## src/uri_usart_regs.svh

```systemverilog
// register offsets, field positions, reset values of the usart register block
`ifndef URI_USART_REGS_SVH
`define URI_USART_REGS_SVH

// ----------------------------------------------------------------
// offsets
// ----------------------------------------------------------------
`define URI_OFS_DATA        8'h00
`define URI_OFS_IER         8'h04
`define URI_OFS_IIR         8'h08
`define URI_OFS_LCR         8'h0C
`define URI_OFS_MCR         8'h10
`define URI_OFS_LSR         8'h14
`define URI_OFS_MSR         8'h18
`define URI_OFS_SCR         8'h1C
`define URI_OFS_ACR         8'h20
`define URI_OFS_ICR         8'h24
`define URI_OFS_FDR         8'h28
`define URI_OFS_OSR         8'h2C
`define URI_OFS_TER         8'h30
`define URI_OFS_HALF_DUPLEX        8'h40
`define URI_OFS_SCI         8'h48
`define URI_OFS_MDC         8'h4C
`define URI_OFS_MDA         8'h50
`define URI_OFS_DLY         8'h54
`define URI_OFS_SYNC        8'h58

// ----------------------------------------------------------------
// reset values
// ----------------------------------------------------------------
`define URI_RST_DLL         8'h01
`define URI_RST_IIR         8'h01
`define URI_RST_FDR         8'h10
`define URI_RST_OSR         8'hF0
`define URI_RST_TER         8'h80

// ----------------------------------------------------------------
// field positions
// ----------------------------------------------------------------
`define URI_LCR_DIVISOR_ACCESS_BIT        7
`define URI_LCR_BREAK       6
`define URI_LCR_PAREN       3
`define URI_LCR_STOP2       2
`define URI_TER_EN          7
`define URI_FCR_EN          0
`define URI_FCR_RXRST       1
`define URI_FCR_TXRST       2
`define URI_IID_NONE        4'h1
`define URI_IID_RLS         4'h6
`define URI_IID_RDA         4'h4
`define URI_IID_THRE        4'h2

`endif
```

## src/uri_pkg.sv

```systemverilog
// shared types of the usart register block
package uri_pkg;
	typedef enum logic [2:0] {ST_IDLE, ST_START, ST_DATA, ST_PARITY, ST_STOP} uri_line_state_t;
endpackage

```

## src/uri_usart.sv

```systemverilog
// usart with ahb-lite register slave, 16-entry fifos and serial engine
//
// Register access over AHB-Lite is this design's own decision.
`timescale 1ns/1ns
`default_nettype none
`include "uri_usart_regs.svh"

module uri_usart
	import uri_pkg::*;
#(
	parameter int FIFO_DEPTH = 16
) (
	input  wire logic        sys_clk_i,   // 50 MHz clock
	input  wire logic        rst_i,       // async reset, active high
	input  wire logic        hsel_i,      // slave select
	input  wire logic [31:0] haddr_i,     // byte address
	input  wire logic [1:0]  htrans_i,    // transfer type
	input  wire logic        hwrite_i,    // write when high
	input  wire logic [2:0]  hsize_i,     // transfer size
	input  wire logic [31:0] hwdata_i,    // write data
	input  wire logic        hready_i,    // bus ready
	output logic             hreadyout_o, // slave ready
	output logic             hresp_o,     // always okay
	output logic      [31:0] hrdata_o,    // read data
	input  wire logic        rx_i,        // serial input pin
	output logic             tx_o         // serial output pin
);
	localparam int AW = $clog2(FIFO_DEPTH);
	localparam int CW = AW + 1;
	localparam logic [CW-1:0] DEPTH_C = CW'(FIFO_DEPTH);

	// ----------------------------------------------------------------
	// functions
	// ----------------------------------------------------------------
	function automatic logic [7:0] mask_len(input logic [7:0] d, input logic [1:0] wl);
		logic [7:0] m;
		m = 8'hFF >> (3'd3 - {1'b0, wl});
		return d & m;
	endfunction

	function automatic logic par_bit(input logic [7:0] d, input logic [7:0] line_control);
		logic p;
		p = ^mask_len(d, line_control[1:0]);
		case (line_control[5:4])
			2'b00:   return ~p;
			2'b01:   return p;
			2'b10:   return 1'b1;
			default: return 1'b0;
		endcase
	endfunction

	// ----------------------------------------------------------------
	// registers
	// ----------------------------------------------------------------
	logic [7:0]  line_control_r, divisor_low_r, divisor_high_r, queue_control_r;
	logic [9:0]  int_enable_r;
	logic [7:0]  handshake_control_r, scratch_pad_r, fractional_divider_r;
	logic [7:0]  oversampling_r, tx_enable_r;
	logic [7:0]  cfg_r [8];
	logic        overrun_r;
	logic        wr_pend_r, rd_pend_r;
	logic [7:0]  wr_addr_r, rd_addr_r;
	logic [31:0] hrdata_r;
	logic [31:0] rd_mux;
	logic        divisor_access_bit;
	logic        wr_fire, rd_fire, take;

	assign divisor_access_bit = line_control_r[`URI_LCR_DIVISOR_ACCESS_BIT];
	assign take = hsel_i & htrans_i[1] & hready_i;
	assign wr_fire = wr_pend_r;
	assign rd_fire = rd_pend_r;
	assign hreadyout_o = ~rd_pend_r;
	assign hresp_o = 1'b0;
	assign hrdata_o = hrdata_r;

	// fifo storage
	logic [10:0]   rxq [FIFO_DEPTH];
	logic [7:0]    txq [FIFO_DEPTH];
	logic [AW-1:0] rx_wp_r, rx_rp_r, tx_wp_r, tx_rp_r;
	logic [CW-1:0] rx_cnt_r, tx_cnt_r;
	logic          rx_push, rx_pop, tx_push, tx_pop, rx_clr, tx_clr;
	logic [10:0]   rx_din;
	logic [10:0]   rx_head;

	assign rx_head = rxq[rx_rp_r];
	assign rx_clr = wr_fire && wr_addr_r == `URI_OFS_IIR && hwdata_i[`URI_FCR_RXRST];
	assign tx_clr = wr_fire && wr_addr_r == `URI_OFS_IIR && hwdata_i[`URI_FCR_TXRST];
	assign rx_pop = rd_fire && rd_addr_r == `URI_OFS_DATA && !divisor_access_bit && rx_cnt_r != '0;
	assign tx_push = wr_fire && wr_addr_r == `URI_OFS_DATA && !divisor_access_bit && tx_cnt_r != DEPTH_C;

	// ----------------------------------------------------------------
	// ahb-lite slave phases
	// ----------------------------------------------------------------
	always_ff @(posedge sys_clk_i or posedge rst_i) begin
		if (rst_i) begin
			wr_pend_r <= 1'b0;
			rd_pend_r <= 1'b0;
			wr_addr_r <= 8'h00;
			rd_addr_r <= 8'h00;
		end else begin
			wr_pend_r <= take & hwrite_i;
			rd_pend_r <= take & ~hwrite_i;
			if (take) begin
				wr_addr_r <= (haddr_i[31:8] == 24'h000000) ? {haddr_i[7:2], 2'b00} : 8'hFC;
				rd_addr_r <= (haddr_i[31:8] == 24'h000000) ? {haddr_i[7:2], 2'b00} : 8'hFC;
			end
		end
	end

	// ----------------------------------------------------------------
	// software registers
	// ----------------------------------------------------------------
	always_ff @(posedge sys_clk_i or posedge rst_i) begin
		if (rst_i) begin
			line_control_r       <= 8'h00;
			divisor_low_r        <= `URI_RST_DLL;
			divisor_high_r       <= 8'h00;
			int_enable_r         <= 10'h000;
			queue_control_r      <= 8'h00;
			handshake_control_r  <= 8'h00;
			scratch_pad_r        <= 8'h00;
			fractional_divider_r <= `URI_RST_FDR;
			oversampling_r       <= `URI_RST_OSR;
			tx_enable_r          <= `URI_RST_TER;
			for (int i = 0; i < 8; i++) begin
				cfg_r[i] <= 8'h00;
			end
		end else if (wr_fire) begin
			case (wr_addr_r)
				`URI_OFS_DATA: if (divisor_access_bit) divisor_low_r <= hwdata_i[7:0];
				`URI_OFS_IER: begin
					if (divisor_access_bit) divisor_high_r <= hwdata_i[7:0];
					else int_enable_r <= {hwdata_i[9:8], 4'h0, hwdata_i[3:0]};
				end
				`URI_OFS_IIR: queue_control_r <= {hwdata_i[7:6], 5'h00, hwdata_i[0]};
				`URI_OFS_LCR:  line_control_r <= hwdata_i[7:0];
				`URI_OFS_MCR:  handshake_control_r <= hwdata_i[7:0];
				`URI_OFS_SCR:  scratch_pad_r <= hwdata_i[7:0];
				`URI_OFS_FDR:  fractional_divider_r <= hwdata_i[7:0];
				`URI_OFS_OSR:  oversampling_r <= {hwdata_i[7:1], 1'b0};
				`URI_OFS_TER:  tx_enable_r <= {hwdata_i[7], 7'h00};
				`URI_OFS_ACR:  cfg_r[0] <= hwdata_i[7:0];
				`URI_OFS_ICR:  cfg_r[1] <= hwdata_i[7:0];
				`URI_OFS_HALF_DUPLEX: cfg_r[2] <= hwdata_i[7:0];
				`URI_OFS_SCI:  cfg_r[3] <= hwdata_i[7:0];
				`URI_OFS_MDC:  cfg_r[4] <= hwdata_i[7:0];
				`URI_OFS_MDA:  cfg_r[5] <= hwdata_i[7:0];
				`URI_OFS_DLY:  cfg_r[6] <= hwdata_i[7:0];
				`URI_OFS_SYNC: cfg_r[7] <= hwdata_i[7:0];
				default: ;
			endcase
		end
	end

	// ----------------------------------------------------------------
	// status and read mux
	// ----------------------------------------------------------------
	logic [7:0] line_state, int_identity;
	logic       tx_busy, rx_err, ls_pend, rda_pend, thre_pend;

	assign rx_err = (rx_cnt_r != '0) && (rx_head[10:8] != 3'b000);
	assign line_state = {1'b0, (tx_cnt_r == '0) && !tx_busy, tx_cnt_r == '0,
		rx_cnt_r != '0 ? rx_head[10:8] : 3'b000, overrun_r, rx_cnt_r != '0};
	assign ls_pend   = int_enable_r[2] & (rx_err | overrun_r);
	assign rda_pend  = int_enable_r[0] & (rx_cnt_r != '0);
	assign thre_pend = int_enable_r[1] & (tx_cnt_r == '0);

	always_comb begin
		logic [3:0] iid;
		iid = `URI_IID_NONE;
		if (ls_pend) iid = `URI_IID_RLS;
		else if (rda_pend) iid = `URI_IID_RDA;
		else if (thre_pend) iid = `URI_IID_THRE;
		int_identity = {{2{queue_control_r[`URI_FCR_EN]}}, 2'b00, iid};
	end

	always_comb begin
		rd_mux = 32'h00000000;
		case (rd_addr_r)
			`URI_OFS_DATA: rd_mux = divisor_access_bit ? {24'h0, divisor_low_r} : {24'h0, rx_head[7:0]};
			`URI_OFS_IER:  rd_mux = divisor_access_bit ? {24'h0, divisor_high_r} : {22'h0, int_enable_r};
			`URI_OFS_IIR:  rd_mux = {24'h0, int_identity};
			`URI_OFS_LCR:  rd_mux = {24'h0, line_control_r};
			`URI_OFS_MCR:  rd_mux = {24'h0, handshake_control_r};
			`URI_OFS_LSR:  rd_mux = {24'h0, line_state};
			`URI_OFS_SCR:  rd_mux = {24'h0, scratch_pad_r};
			`URI_OFS_FDR:  rd_mux = {24'h0, fractional_divider_r};
			`URI_OFS_OSR:  rd_mux = {24'h0, oversampling_r};
			`URI_OFS_TER:  rd_mux = {24'h0, tx_enable_r};
			`URI_OFS_ACR:  rd_mux = {24'h0, cfg_r[0]};
			`URI_OFS_ICR:  rd_mux = {24'h0, cfg_r[1]};
			`URI_OFS_HALF_DUPLEX: rd_mux = {24'h0, cfg_r[2]};
			`URI_OFS_SCI:  rd_mux = {24'h0, cfg_r[3]};
			`URI_OFS_MDC:  rd_mux = {24'h0, cfg_r[4]};
			`URI_OFS_MDA:  rd_mux = {24'h0, cfg_r[5]};
			`URI_OFS_DLY:  rd_mux = {24'h0, cfg_r[6]};
			`URI_OFS_SYNC: rd_mux = {24'h0, cfg_r[7]};
			default: rd_mux = 32'h00000000;
		endcase
		if (rd_addr_r == `URI_OFS_DATA && !divisor_access_bit && rx_cnt_r == '0) rd_mux = 32'h00000000;
	end

	always_ff @(posedge sys_clk_i or posedge rst_i) begin
		if (rst_i) hrdata_r <= 32'h00000000;
		else if (rd_fire) hrdata_r <= rd_mux;
	end

	// overrun sticks until line_state is read; a new overrun wins over the clear
	always_ff @(posedge sys_clk_i or posedge rst_i) begin
		if (rst_i) overrun_r <= 1'b0;
		else if (rx_push && rx_cnt_r == DEPTH_C) overrun_r <= 1'b1;
		else if (rd_fire && rd_addr_r == `URI_OFS_LSR) overrun_r <= 1'b0;
	end

	// ----------------------------------------------------------------
	// fifos
	// ----------------------------------------------------------------
	always_ff @(posedge sys_clk_i) begin
		if (rx_push && rx_cnt_r != DEPTH_C) rxq[rx_wp_r] <= rx_din;
		if (tx_push) txq[tx_wp_r] <= hwdata_i[7:0];
	end

	always_ff @(posedge sys_clk_i or posedge rst_i) begin
		if (rst_i) begin
			rx_wp_r  <= '0;
			rx_rp_r  <= '0;
			rx_cnt_r <= '0;
		end else if (rx_clr) begin
			rx_wp_r  <= '0;
			rx_rp_r  <= '0;
			rx_cnt_r <= '0;
		end else begin
			if (rx_push && rx_cnt_r != DEPTH_C) rx_wp_r <= rx_wp_r + 1'b1;
			if (rx_pop) rx_rp_r <= rx_rp_r + 1'b1;
			rx_cnt_r <= rx_cnt_r + CW'(rx_push && rx_cnt_r != DEPTH_C) - CW'(rx_pop);
		end
	end

	always_ff @(posedge sys_clk_i or posedge rst_i) begin
		if (rst_i) begin
			tx_wp_r  <= '0;
			tx_rp_r  <= '0;
			tx_cnt_r <= '0;
		end else if (tx_clr) begin
			tx_wp_r  <= '0;
			tx_rp_r  <= '0;
			tx_cnt_r <= '0;
		end else begin
			if (tx_push) tx_wp_r <= tx_wp_r + 1'b1;
			if (tx_pop) tx_rp_r <= tx_rp_r + 1'b1;
			tx_cnt_r <= tx_cnt_r + CW'(tx_push) - CW'(tx_pop);
		end
	end

	// ----------------------------------------------------------------
	// baud tick: divisor then oversampling
	// ----------------------------------------------------------------
	logic [15:0] div_cnt_r, div_eff;
	logic        tick;
	logic [3:0]  os_last;

	assign div_eff = ({divisor_high_r, divisor_low_r} == 16'h0000) ? 16'h0001 : {divisor_high_r, divisor_low_r};
	assign tick = (div_cnt_r >= div_eff - 16'h0001);
	assign os_last = oversampling_r[7:4];

	always_ff @(posedge sys_clk_i or posedge rst_i) begin
		if (rst_i) div_cnt_r <= 16'h0000;
		else if (tick) div_cnt_r <= 16'h0000;
		else div_cnt_r <= div_cnt_r + 16'h0001;
	end

	// ----------------------------------------------------------------
	// transmitter
	// ----------------------------------------------------------------
	uri_line_state_t tx_st_r;
	logic [7:0] tx_sh_r;
	logic [3:0] tx_os_r;
	logic [2:0] tx_bit_r;
	logic       tx_line_r, tx_stop2_r;

	assign tx_busy = (tx_st_r != ST_IDLE);
	assign tx_pop = !tx_busy && tx_cnt_r != '0 && tx_enable_r[`URI_TER_EN] && !tx_clr;
	assign tx_o = tx_line_r & ~line_control_r[`URI_LCR_BREAK];

	always_ff @(posedge sys_clk_i or posedge rst_i) begin
		if (rst_i) begin
			tx_st_r    <= ST_IDLE;
			tx_sh_r    <= 8'h00;
			tx_os_r    <= 4'h0;
			tx_bit_r   <= 3'd0;
			tx_line_r  <= 1'b1;
			tx_stop2_r <= 1'b0;
		end else begin
			case (tx_st_r)
				ST_IDLE: begin
					tx_line_r <= 1'b1;
					if (tx_pop) begin
						tx_sh_r   <= mask_len(txq[tx_rp_r], line_control_r[1:0]);
						tx_st_r   <= ST_START;
						tx_os_r   <= 4'h0;
						tx_line_r <= 1'b0;
					end
				end
				ST_START, ST_DATA, ST_PARITY, ST_STOP: if (tick) begin
					tx_os_r <= tx_os_r + 4'h1;
					if (tx_os_r == os_last) begin
						tx_os_r <= 4'h0;
						case (tx_st_r)
							ST_START: begin
								tx_st_r   <= ST_DATA;
								tx_bit_r  <= 3'd0;
								tx_line_r <= tx_sh_r[0];
							end
							ST_DATA: if (tx_bit_r == {1'b0, line_control_r[1:0]} + 3'd4) begin
								tx_st_r   <= line_control_r[`URI_LCR_PAREN] ? ST_PARITY : ST_STOP;
								tx_line_r <= line_control_r[`URI_LCR_PAREN] ? par_bit(tx_sh_r, line_control_r) : 1'b1;
								tx_stop2_r <= line_control_r[`URI_LCR_STOP2];
							end else begin
								tx_bit_r  <= tx_bit_r + 3'd1;
								tx_line_r <= tx_sh_r[tx_bit_r + 3'd1];
							end
							ST_PARITY: begin
								tx_st_r   <= ST_STOP;
								tx_line_r <= 1'b1;
							end
							default: begin
								if (tx_stop2_r) tx_stop2_r <= 1'b0;
								else tx_st_r <= ST_IDLE;
							end
						endcase
					end
				end
				default: tx_st_r <= ST_IDLE;
			endcase
		end
	end

	// ----------------------------------------------------------------
	// receiver
	// ----------------------------------------------------------------
	uri_line_state_t rx_st_r;
	logic       rx_s1_r, rx_s2_r, rx_s3_r, rx_pe_r;
	logic [7:0] rx_sh_r;
	logic [3:0] rx_os_r;
	logic [2:0] rx_bit_r;

	always_ff @(posedge sys_clk_i or posedge rst_i) begin
		if (rst_i) begin
			rx_s1_r <= 1'b1;
			rx_s2_r <= 1'b1;
			rx_s3_r <= 1'b1;
		end else begin
			rx_s1_r <= rx_i;
			rx_s2_r <= rx_s1_r;
			rx_s3_r <= rx_s2_r;
		end
	end

	assign rx_push = (rx_st_r == ST_STOP) && tick && (rx_os_r == os_last);
	assign rx_din = {(rx_sh_r == 8'h00) && !rx_s2_r, !rx_s2_r, rx_pe_r, mask_len(rx_sh_r, line_control_r[1:0])};

	always_ff @(posedge sys_clk_i or posedge rst_i) begin
		if (rst_i) begin
			rx_st_r  <= ST_IDLE;
			rx_sh_r  <= 8'h00;
			rx_os_r  <= 4'h0;
			rx_bit_r <= 3'd0;
			rx_pe_r  <= 1'b0;
		end else begin
			case (rx_st_r)
				// start on a falling edge only, so a low stop bit is not taken as a new start
				ST_IDLE: if (!rx_s2_r && rx_s3_r) begin
					rx_st_r <= ST_START;
					rx_os_r <= 4'h0;
					rx_pe_r <= 1'b0;
					rx_sh_r <= 8'h00;
				end
				ST_START: if (tick) begin
					rx_os_r <= rx_os_r + 4'h1;
					if (rx_os_r == {1'b0, os_last[3:1]}) begin
						rx_os_r  <= 4'h0;
						rx_bit_r <= 3'd0;
						rx_st_r  <= rx_s2_r ? ST_IDLE : ST_DATA;
					end
				end
				ST_DATA, ST_PARITY, ST_STOP: if (tick) begin
					rx_os_r <= rx_os_r + 4'h1;
					if (rx_os_r == os_last) begin
						rx_os_r <= 4'h0;
						case (rx_st_r)
							ST_DATA: begin
								rx_sh_r[rx_bit_r] <= rx_s2_r;
								rx_bit_r <= rx_bit_r + 3'd1;
								if (rx_bit_r == {1'b0, line_control_r[1:0]} + 3'd4)
									rx_st_r <= line_control_r[`URI_LCR_PAREN] ? ST_PARITY : ST_STOP;
							end
							ST_PARITY: begin
								rx_pe_r <= rx_s2_r != par_bit(rx_sh_r, line_control_r);
								rx_st_r <= ST_STOP;
							end
							default: rx_st_r <= ST_IDLE;
						endcase
					end
				end
				default: rx_st_r <= ST_IDLE;
			endcase
		end
	end

	// ----------------------------------------------------------------
	// checks
	// ----------------------------------------------------------------
	AST_DIVISOR_ACCESS_BIT_DIVLOW: assert property (@(posedge sys_clk_i) disable iff (rst_i)
		(wr_fire && divisor_access_bit && wr_addr_r == `URI_OFS_DATA && !tx_clr) |=>
			(divisor_low_r == $past(hwdata_i[7:0])) && (tx_cnt_r == $past(tx_cnt_r) - CW'($past(tx_pop))))
		else $error("divisor access write leaked into transmit fifo");
	AST_RESERVED_ZERO: assert property (@(posedge sys_clk_i) disable iff (rst_i)
		(rd_fire && rd_addr_r == 8'h34) |=> (hrdata_o == 32'h00000000) && hreadyout_o)
		else $error("reserved offset read not zero");
	AST_RX_POP: assert property (@(posedge sys_clk_i) disable iff (rst_i)
		(rx_pop && !rx_push && !rx_clr) |=> rx_cnt_r == $past(rx_cnt_r) - CW'(1))
		else $error("receive read did not pop");
	AST_RX_HEAD: assert property (@(posedge sys_clk_i) disable iff (rst_i)
		(rd_fire && rd_addr_r == `URI_OFS_DATA && !divisor_access_bit && rx_cnt_r != '0) |=>
			hrdata_o == {24'h0, $past(rx_head[7:0])})
		else $error("receive read did not return fifo head");
	AST_TX_PUSH: assert property (@(posedge sys_clk_i) disable iff (rst_i)
		(wr_fire && !divisor_access_bit && wr_addr_r == `URI_OFS_DATA && tx_cnt_r < DEPTH_C && !tx_pop && !tx_clr) |=>
			tx_cnt_r == $past(tx_cnt_r) + CW'(1))
		else $error("transmit write did not push");
	AST_TX_GATED: assert property (@(posedge sys_clk_i) disable iff (rst_i)
		$rose(tx_busy) |-> $past(tx_enable_r[7]) && $past(tx_cnt_r) != '0)
		else $error("transmitter started while disabled or empty");
	AST_TX_LSB: assert property (@(posedge sys_clk_i) disable iff (rst_i)
		(tx_st_r == ST_START && tick && tx_os_r == os_last) |=> tx_line_r == $past(tx_sh_r[0]))
		else $error("first data bit is not the least significant");
	AST_IIR_PEND: assert property (@(posedge sys_clk_i) disable iff (rst_i)
		int_identity[0] == !(ls_pend || rda_pend || thre_pend))
		else $error("identity bit 0 disagrees with pending state");
	AST_THRE_EMPTY: assert property (@(posedge sys_clk_i) disable iff (rst_i)
		(tx_cnt_r == '0 && !tx_busy) |-> line_state[6:5] == 2'b11)
		else $error("line state does not show transmitter empty");
	AST_DIV_NONZERO: assert property (@(posedge sys_clk_i) disable iff (rst_i)
		({divisor_high_r, divisor_low_r} == 16'h0000) |-> (div_eff == 16'h0001) && tick)
		else $error("zero divisor not treated as one");
endmodule // uri_usart
`default_nettype wire

```

## config.mk

```make
export PLATFORM = sky130hd
export DESIGN_NAME = uri_usart
export DESIGN_NICKNAME = d
export VERILOG_FILES = /design/src/uri_pkg.sv /design/src/uri_usart.sv
export VERILOG_INCLUDE_DIRS = /design/src
export SDC_FILE = /design/constraint.sdc
export NUM_CORES = 1
export LEC_CHECK = 0
export BUFFER_PORTS_ARGS = -buffer_cell sky130_fd_sc_hd__buf_4
export CAP_MARGIN = 20
export CORE_MARGIN = 2
export CORE_UTILIZATION = 55
export DETAILED_ROUTE_END_ITERATION = 10
export GPL_TIMING_DRIVEN = 0
export PLACE_DENSITY = 0.75
export SLEW_MARGIN = 20
export SYNTH_ARGS = -nofsm -noshare
export SYNTH_HDL_FRONTEND = slang
export SYNTH_SLANG_ARGS = --single-unit
```

## constraint.sdc

```tcl
create_clock -name sys_clk_i -period 6.9 [get_ports sys_clk_i]
set_clock_uncertainty 0.15 [all_clocks]
set_input_delay 0.345 -clock sys_clk_i [delete_from_list [all_inputs] [get_ports sys_clk_i]]
set_output_delay 0.345 -clock sys_clk_i [all_outputs]
set_load 0.05 [all_outputs]
```

==> results of run 1 <==
## layer usage
metal / share of wire (%) / global-route usage (%)
met4: 4.4 / 12.0
met5: 0.019 / 0
met3: 7.9 / 5.24
met1: 40 / 36.3
met2: 47 / 42.1
## stage by stage
stage / hold slack (ns) / setup slack [ns] / util [%] / instance area [um2]
after detailed placement: 0.176 / 0.575 / 59.3 / 25600
final: 0.0976 / 0.559 / 63.8 / 27600
after global routing: 0.125 / 0.0864 / 63.8 / 27600
after CTS: 0.0951 / 0.545 / 63.8 / 27600
after floorplan: 0.195 / 0.119 / - / 24300
after global placement: 0.199 / -2.51 / 58.8 / 25500
## kinds of logic (layout without fill, tap and decap cells)
group / after synthesis / in the layout / synth area share [%]
muxes: 247 / 247 / 15.8
adders and majority gates: 48 / 48 / 2.54
AOI/OAI and AO/OA: 208 / 208 / 6.02
and+or+nand+nor: 402 / 402 / 8.64
buffers and inverters: 148 / 342 / 2.74
DFF: 534 / 534 / 61.6
xor gates and xnor gates: 70 / 70 / 2.65
other: 1 / 23 / 0.0155
## flip-flops by register name, indices dropped and copies added, names as in the netlist, 10 cells and up
signal	cells
rxq	176
hrdata_o	10
txq	128
cfg_r	64
div_cnt_r	16
## Yosys cell counts (9+ instances only)
| master | instances | area share [%] |
|---|---|---|
| a211oi_1 | 9 | 0.28 |
| a21o_1 | 16 | 0.50 |
| a21oi_1 | 40 | 0.83 |
| a22oi_1 | 29 | 0.90 |
| and2_1 | 21 | 0.54 |
| and3_1 | 17 | 0.44 |
| buf_1 | 12 | 0.19 |
| buf_2 | 11 | 0.23 |
| buf_4 | 23 | 0.71 |
| clkbuf_1 | 53 | 0.82 |
| dfrtp_1 | 219 | 23 |
| dfstp_2 | 11 | 1.2 |
| edfxtp_1 | 304 | 38 |
| ha_1 | 46 | 2.4 |
| inv_1 | 44 | 0.68 |
| mux2_2 | 129 | 6.0 |
| mux2i_1 | 22 | 0.91 |
| mux4_2 | 96 | 8.9 |
| nand2_1 | 102 | 1.6 |
| nand2b_1 | 10 | 0.26 |
| nand3_1 | 48 | 0.99 |
| nand4_1 | 15 | 0.39 |
| nor2_1 | 86 | 1.3 |
| nor2b_1 | 14 | 0.36 |
| nor3_1 | 18 | 0.37 |
| nor4_1 | 17 | 0.44 |
| o21ai_0 | 33 | 0.68 |
| xnor2_1 | 41 | 1.5 |
| xor2_1 | 27 | 0.98 |
## cell type report
| class | count | share of cell area [%] |
|---|---|---|
| sequential | 534 | 54.0 |
| multi-input combinational | 998 | 31.8 |
| clock buffer | 80 | 5.59 |
| timing repair buffer | 93 | 2.76 |
| tap | 585 | 2.65 |
| buffer | 100 | 1.75 |
| clock inverter | 21 | 0.811 |
| inverter | 48 | 0.680 |
## worst min path at each step
stage                     startpoint          to  slack (ns)  cells after the start
after global routing           rst_i  rx_sh_r[3]        0.12                      3
after floorplan              rx_s1_r     rx_s2_r        0.20                      0
after global placement       rx_s1_r     rx_s2_r        0.20                      0
final                          rst_i  rx_sh_r[3]         0.1                      3
after CTS                      rst_i  rx_sh_r[3]         0.1                      3
after detailed placement       rst_i  rx_sh_r[3]        0.18                      2
## power by group
group          leakage (uW)  total [uW]  switching [uW]  internal (uW)
clock network      0.000867        2910            1240           1670
registers           0.00546        3560             102           3460
logic               0.00429         539             298            241
total                0.0106        7020            1640           5380
## worst max-delay path, cell delays in order, from the launching register on
cell       delay (ns)
dfrtp_1          0.46
or3_1            0.46
nor4_1           0.43
a41oi_1          0.29
ha_1             0.30
nand2_1          0.15
nor2b_1          0.11
xnor2_1          0.14
ha_1             0.30
and4_1           0.20
a21oi_1          0.12
nor2_1           0.07
or4_1            0.48
clkbuf_1         0.23
o2111ai_2        0.55
nor2_1           0.14
inv_1            0.29
ha_1             0.29
inv_1            0.05
ha_1             0.15
inv_1            0.05
fa_1             0.40
inv_1            0.07
a21oi_1          0.05
nor2_1           0.10
or3_1            0.11
a21oi_1          0.06
## repair_timing
action                                 4_1_cts  5_1_grt
endpoints found under the hold margin      262        0
gates resized for setup                      0        0
hold buffers                                19        0
==> impl_results.html, run 1 <==
<table>
<tr><th>Metric</th><th>Value</th></tr>
<tr><th colspan="2">GRT</th></tr>
<tr><td>Pin count of the biggest net entering global routing</td><td>103</td></tr>
<tr><td>Global-route wire length before repair</td><td>90200 um</td></tr>
<tr><td>Number of global-route vias before repair</td><td>15.5k</td></tr>
<tr><td>Total routing usage reported by global routing</td><td>26.7%</td></tr>
<tr><td>GR Overflow Total</td><td>0</td></tr>
<tr><td>Initial antenna violation count</td><td>1</td></tr>
<tr><th colspan="2">Routing</th></tr>
<tr><td>Routed WL per cell</td><td>24.0 um</td></tr>
<tr><td>Number of vias after detailed routing</td><td>15.3k</td></tr>
<tr><td>Remaining number of nets flagged by the antenna check after routing</td><td>0</td></tr>
<tr><td>Number of detailed-route iterations in the first pass</td><td>6</td></tr>
<tr><td>Routed WL</td><td>58900 um</td></tr>
<tr><td>Remaining design rule violation count</td><td>0</td></tr>
<tr><td>Via density</td><td>6.23</td></tr>
<tr><td>Number of DRC markers after the initial detailed-route iteration</td><td>1659</td></tr>
<tr><th colspan="2">Layout</th></tr>
<tr><td>Final non-filler cell total</td><td>2459</td></tr>
<tr><td>Share of final-layout standard cells stronger than drive strength 1</td><td>24.3%</td></tr>
<tr><td>Commonest cells after routing, fill and taps aside</td><td>edfxtp_1 (304), dfrtp_1 (219), mux2_2 (129)</td></tr>
<tr><td>Total inserted antenna cells</td><td>0</td></tr>
<tr><td>Most common cell after layout, fill and taps aside</td><td>edfxtp_1</td></tr>
<tr><td>Area Overhead vs Synth</td><td>14.1%</td></tr>
<tr><td>Fill cell count</td><td>3065</td></tr>
<tr><td>Count of nets after finishing</td><td>1952</td></tr>
<tr><td>Area taken by multi-input logic gates</td><td>0.00878 mm2</td></tr>
<tr><td>Total area of sequential cells</td><td>0.0149 mm2</td></tr>
<tr><th colspan="2">Synth</th></tr>
<tr><td>Yosys reg bits</td><td>534</td></tr>
<tr><td>Sequential fraction of the synthesis area</td><td>61.6%</td></tr>
<tr><td>Count of flip-flops with a built-in enable after synthesis</td><td>304</td></tr>
<tr><td>Fraction of registers with async set/reset</td><td>43.1%</td></tr>
<tr><td>Summed instance area of the synthesized netlist</td><td>0.0242 mm2</td></tr>
<tr><td>Number of standard cells after synthesis</td><td>1658</td></tr>
<tr><td>Synth Warn #</td><td>0</td></tr>
<tr><td>Average size of a mapped cell</td><td>14.6 um2</td></tr>
<tr><td>Count of unique library cells instantiated by Yosys</td><td>81</td></tr>
<tr><td>Most common flop cell mapped by yosys</td><td>edfxtp_1</td></tr>
<tr><th colspan="2">Die</th></tr>
<tr><td>Site row count</td><td>76</td></tr>
<tr><td>Boundary pin count</td><td>110</td></tr>
<tr><td>Core outline area</td><td>0.0433 mm2</td></tr>
<tr><td>Area of the die</td><td>0.0457 mm2</td></tr>
<tr><td>Starting density of the core</td><td>55.9%</td></tr>
<tr><td>Width of the die</td><td>214 um</td></tr>
<tr><td>Die height</td><td>214 um</td></tr>
<tr><th colspan="2">Timing</th></tr>
<tr><td>Highest Clock Rate</td><td>0.158 GHz</td></tr>
<tr><td>Setup repair after global routing missed its margin</td><td>false</td></tr>
<tr><td>Setup TNS Final</td><td>0 ns</td></tr>
<tr><td>Final critical-path share of the clock period</td><td>91.9%</td></tr>
<tr><td>Number of max-slew violations in the final report</td><td>0</td></tr>
<tr><td>Worst slew pin tran</td><td>1.02 ns</td></tr>
<tr><td>Setup violation total in the final timing report</td><td>0</td></tr>
<tr><td>Max_slew headroom</td><td>31.3%</td></tr>
<tr><td>Final period demand of the worst path</td><td>6.34 ns</td></tr>
<tr><td>Number of hold violations in the final report</td><td>0</td></tr>
<tr><th colspan="2">Run status</th></tr>
<tr><td>Run status</td><td>finished clean</td></tr>
<tr><th colspan="2">Placement</th></tr>
<tr><td>Placer Congestion</td><td>0.874</td></tr>
<tr><td>Placed Cells incl. Taps</td><td>2339</td></tr>
<tr><td>Placed wire-length estimate</td><td>40000 um</td></tr>
<tr><td>Number of port buffers</td><td>58</td></tr>
<tr><th colspan="2">CTS</th></tr>
<tr><td>Largest buffer count on any clock path</td><td>3</td></tr>
<tr><td>TritonCTS clock tree</td><td>done</td></tr>
<tr><td>Number of clock buffers inserted by TritonCTS</td><td>54</td></tr>
<tr><td>Clock sink count</td><td>534</td></tr>
<tr><td>Insertion delay to the later sink of the worst-skew pair</td><td>0.61 ns</td></tr>
<tr><td>Number of buffers inserted by post-CTS setup repair</td><td>0</td></tr>
<tr><td>Clk slew on worst S/H paths</td><td>0.06 ns</td></tr>
<tr><td>CTS HTree Levels</td><td>2</td></tr>
<tr><td>Clock Root Buffer</td><td>clkbuf_16</td></tr>
<tr><th colspan="2">Setup path</th></tr>
<tr><td>Req. time, crit path</td><td>7.22 ns</td></tr>
<tr><td>R2R setup slack</td><td>0.56 ns</td></tr>
<tr><td>Maximum fanout encountered on the critical timing path</td><td>8</td></tr>
<tr><td>Worst Setup EP</td><td>rx_cnt_r[4]</td></tr>
<tr><td>Type of origin of the critical path</td><td>flop</td></tr>
<tr><td>Reg-to-Reg End</td><td>rx_cnt_r[4]</td></tr>
<tr><td>CP startpoint</td><td>divisor_low_r[4]</td></tr>
<tr><td>Kind of critical path</td><td>reg -&gt; reg</td></tr>
<tr><td>Length in cells of the worst reg-to-reg path</td><td>26</td></tr>
<tr><td>Category of the worst setup path capture point</td><td>flop</td></tr>
<tr><td>Signal arrival time at the worst endpoint</td><td>6.66 ns</td></tr>
<tr><td>Reg2reg start</td><td>divisor_low_r[4]</td></tr>
<tr><th colspan="2">Hold path</th></tr>
<tr><td>Worst min-delay path class</td><td>in -&gt; async</td></tr>
<tr><th colspan="2">Power and ir drop</th></tr>
<tr><td>Total power</td><td>7020 uW</td></tr>
<tr><td>Ratio of total power to cell area</td><td>254 mW/mm2</td></tr>
<tr><td>Peak supply drop</td><td>0.195 mV</td></tr>
<tr><td>Leak</td><td>0.0106 uW</td></tr>
<tr><th colspan="2">Job</th></tr>
<tr><td>Number of max-capacitance violations reported</td><td>0</td></tr>
</table>
Note: power is estimated with default switching activity, not from simulation.
==> run 2: changes to the inputs <==
==> constraint.sdc (replaced) <==
create_clock -name sys_clk_i -period 5.6 [get_ports sys_clk_i]
set_clock_uncertainty 0.15 [all_clocks]
set_input_delay 0.28 -clock sys_clk_i [delete_from_list [all_inputs] [get_ports sys_clk_i]]
set_output_delay 0.28 -clock sys_clk_i [all_outputs]
set_load 0.05 [all_outputs]
==> run 2 against run 1 <==
  * First-iteration DRC count shrank 5.0%
  * Maximum frequency grew 18%
  * Via count is essentially flat
  * Sequential share of layout area shrank 0.33 points
  * Non-clock buffer count grew 18
  * Setup slack lost 0.33 ns
  * Cell count grew 0.61%
  * Register-to-register slack lost 0.33 ns
  * Core utilization grew 0.39 points
  * Critical endpoint unchanged
  * Wire length grew 0.25%
==> impl_results.html, run 2 (synthesis gave the netlist of run 1 again) <==
<table>
<tr><th>Metric</th><th>Value</th></tr>
<tr><th colspan="2">Routing</th></tr>
<tr><td>Routed WL per cell</td><td>23.9 um</td></tr>
<tr><td>Routed WL</td><td>59100 um</td></tr>
<tr><td>Remaining number of nets flagged by the antenna check after routing</td><td>0</td></tr>
<tr><td>Via density</td><td>6.20</td></tr>
<tr><td>Remaining design rule violation count</td><td>0</td></tr>
<tr><td>Number of vias after detailed routing</td><td>15.3k</td></tr>
<tr><td>Number of DRC markers after the initial detailed-route iteration</td><td>1576</td></tr>
<tr><td>Number of detailed-route iterations in the first pass</td><td>6</td></tr>
<tr><th colspan="2">Run status</th></tr>
<tr><td>Run status</td><td>finished clean</td></tr>
<tr><th colspan="2">Power and ir drop</th></tr>
<tr><td>Sequential share of power</td><td>51.9%</td></tr>
<tr><td>Net load switching power</td><td>1990 uW</td></tr>
<tr><td>Total power</td><td>8470 uW</td></tr>
<tr><td>Ratio of total power to cell area</td><td>305 mW/mm2</td></tr>
<tr><td>Clock group share of total power</td><td>40.0%</td></tr>
<tr><td>Peak supply drop</td><td>0.267 mV</td></tr>
<tr><td>Internal power consumption</td><td>6480 uW</td></tr>
<tr><td>Switching Share</td><td>23.5%</td></tr>
<tr><td>Comb pwr share</td><td>8.1%</td></tr>
<tr><td>Leak</td><td>0.0107 uW</td></tr>
<tr><th colspan="2">Setup path</th></tr>
<tr><td>Signal arrival time at the worst endpoint</td><td>5.75 ns</td></tr>
<tr><td>Type of origin of the critical path</td><td>flop</td></tr>
<tr><td>Maximum fanout encountered on the critical timing path</td><td>6</td></tr>
<tr><td>Reg2reg start</td><td>divisor_low_r[4]</td></tr>
<tr><td>Category of the worst setup path capture point</td><td>flop</td></tr>
<tr><td>Req. time, crit path</td><td>5.97 ns</td></tr>
<tr><td>Kind of critical path</td><td>reg -&gt; reg</td></tr>
<tr><td>CP startpoint</td><td>divisor_low_r[4]</td></tr>
<tr><th colspan="2">GRT</th></tr>
<tr><td>Initial antenna violation count</td><td>2</td></tr>
<tr><td>GR Overflow Total</td><td>0</td></tr>
<tr><td>Number of global-route vias before repair</td><td>15.3k</td></tr>
<tr><td>Global-route wire length before repair</td><td>90100 um</td></tr>
<tr><td>Pin count of the biggest net entering global routing</td><td>35</td></tr>
<tr><td>Total routing usage reported by global routing</td><td>26.6%</td></tr>
<tr><th colspan="2">Layout</th></tr>
<tr><td>Commonest cells after routing, fill and taps aside</td><td>edfxtp_1 (304), dfrtp_1 (218), mux2_2 (129)</td></tr>
<tr><td>Biggest registers after layout</td><td>rxq (176), txq (128), cfg_r (64)</td></tr>
<tr><td>Most common cell after layout, fill and taps aside</td><td>edfxtp_1</td></tr>
<tr><td>Final non-filler cell total</td><td>2474</td></tr>
<tr><td>Fill cell count</td><td>3015</td></tr>
<tr><td>Most flop-heavy register</td><td>rxq</td></tr>
<tr><td>Count of nets after finishing</td><td>1968</td></tr>
<tr><td>Area Overhead vs Synth</td><td>14.8%</td></tr>
<tr><td>Share of final-layout standard cells stronger than drive strength 1</td><td>25.4%</td></tr>
<tr><td>Number of flip-flops under the largest register name</td><td>176</td></tr>
<tr><th colspan="2">Die</th></tr>
<tr><td>Width of the die</td><td>214 um</td></tr>
<tr><td>Area of the die</td><td>0.0457 mm2</td></tr>
<tr><td>Die height</td><td>214 um</td></tr>
<tr><td>Starting density of the core</td><td>55.9%</td></tr>
<tr><td>Core outline area</td><td>0.0433 mm2</td></tr>
<tr><td>Site row count</td><td>76</td></tr>
<tr><td>Boundary pin count</td><td>110</td></tr>
<tr><th colspan="2">Timing</th></tr>
<tr><td>Final setup margin</td><td>0.227 ns</td></tr>
<tr><td>Worst slew pin tran</td><td>0.965 ns</td></tr>
<tr><td>Final period demand of the worst path</td><td>5.37 ns</td></tr>
<tr><td>Number of max-slew violations in the final report</td><td>0</td></tr>
<tr><td>Final critical-path share of the clock period</td><td>95.9%</td></tr>
<tr><td>Number of hold violations in the final report</td><td>0</td></tr>
<tr><td>Setup violation total in the final timing report</td><td>0</td></tr>
<tr><td>Max_slew headroom</td><td>34.8%</td></tr>
<tr><td>Highest Clock Rate</td><td>0.186 GHz</td></tr>
<tr><th colspan="2">Hold path</th></tr>
<tr><td>Worst min-delay path class</td><td>in -&gt; reg</td></tr>
<tr><td>Worst min-delay path startpoint</td><td>haddr_i[20]</td></tr>
<tr><th colspan="2">CTS</th></tr>
<tr><td>CTS HTree Levels</td><td>2</td></tr>
<tr><td>Number of clock buffers inserted by TritonCTS</td><td>52</td></tr>
<tr><td>Insertion delay to the later sink of the worst-skew pair</td><td>0.60 ns</td></tr>
<tr><td>Largest buffer count on any clock path</td><td>3</td></tr>
<tr><td>Clock Root Buffer</td><td>clkbuf_16</td></tr>
<tr><td>TritonCTS clock tree</td><td>done</td></tr>
<tr><td>Clk slew on worst S/H paths</td><td>0.07 ns</td></tr>
<tr><td>Clock sink count</td><td>534</td></tr>
<tr><th colspan="2">Placement</th></tr>
<tr><td>Placer Congestion</td><td>0.875</td></tr>
<tr><td>Number of port buffers</td><td>58</td></tr>
<tr><td>Placed wire-length estimate</td><td>40400 um</td></tr>
<tr><td>Setup slack at placement</td><td>-0.725 ns</td></tr>
<tr><td>Placed Cells incl. Taps</td><td>2346</td></tr>
<tr><th colspan="2">Job</th></tr>
<tr><td>Number of max-capacitance violations reported</td><td>0</td></tr>
</table>
## run 2: changes by cell type in the layout (fill, tap and decap cells not counted), moves of 2 or more
cell        previous run  this run
nand2_2                0         2
clkbuf_8               8         0
clkbuf_16             54        52
clkinv_1               3        11
buf_2                 20        24
nor4_4                 0         2
clkinvlp_4             3         7
buf_4                 86        97
clkbuf_4               4         0
buf_12                 0         5
clkbuf_1              67        63
nand2_1              102       100
nor4_1                15        13
## run 2: metal layers
metal / up-vias / part of all wire, % / global-route usage [%] / routed length (um)
met2: 711 / 48 / 42.4 / 28600
met4: 2 / 3.3 / 9.39 / 1930
met3: 129 / 8.3 / 5.20 / 4920
met5: - / 0.017 / 0 / 10
li1: 6682 / - / - / -
met1: 7815 / 40 / 36.8 / 23600
## run 2: path summary, 6_finish.rpt
path / endpoint / cells after the start / slack, ns
setup / recovery: rx_cnt_r[4] / 26 / 0.23
hold / removal: rd_addr_r[7] / 4 / 0.06
setup reg to reg: rx_cnt_r[4] / 26 / 0.23
hold reg to reg: rx_s2_r / 0 / 0.21
max in group asynchronous: tx_enable_r[7] / 7 / 3.87
min in group asynchronous: rx_sh_r[1] / 3 / 0.18
## run 2: layout make-up
type | count | area (um2) | area share (%)
Antenna cell | 1 | 2.50 | 0.00901
Buffer | 97 | 472 | 1.70
Clock buffer | 65 | 1350 | 4.86
Clock inverter | 32 | 287 | 1.03
Inverter | 48 | 184 | 0.662
Multi-Input combinational cell | 998 | 8860 | 31.9
Sequential cell | 534 | 14900 | 53.6
Tap cell | 585 | 732 | 2.63
Timing Repair Buffer | 114 | 993 | 3.58
## run 2: through the flow
stage	setup TNS [ns]	util (%)	cell area, um2	hold WS [ns]
2_1_floorplan	0	-	24300	0.134
3_3_place_gp	-121.17	58.8	25500	0.200
3_5_place_dp	-38.28	59.6	25800	0.201
4_1_cts	0	63.9	27700	0.0390
6_report	0	64.2	27800	0.0601
5_1_grt	-0.0280	64.2	27800	0.0641
## run 2: power groups by stage
stage	Sequential [uW]	Clock, uW	Combinational, uW
3_3_place_gp	4460	0	612
3_5_place_dp	4460	0	666
6_report	4390	3390	688
2_1_floorplan	4430	0	486
4_1_cts	4390	3430	679
5_1_grt	4410	3590	765
## run 2: critical path, cell delays in order (launching register included)
cell and delay, ns:
dfrtp_2 0.43, or3_4 0.41, nor4_4 0.30, buf_4 0.18
nand2_1 0.06, and3_1 0.20, nand2_2 0.10, nor2_1 0.05
xnor2_1 0.22, ha_1 0.28, and4_1 0.21, a21oi_1 0.14
nor2_1 0.08, or4_4 0.58, o2111ai_4 0.34, nor2_2 0.07
inv_2 0.11, ha_1 0.14, inv_1 0.05, ha_1 0.19
inv_1 0.07, fa_2 0.21, inv_1 0.05, a21oi_1 0.14
nor2_1 0.06, or3_1 0.34, a21oi_1 0.15
## run 2: repair_timing
action | in CTS | in global routing
pin swaps | 1 | 7
hold buffers | 19 | 0
buffers inserted | 1 | 13
setup endpoints to repair | 172 | 132
hold endpoints to repair | 169 | 0
resized for setup | 9 | 9
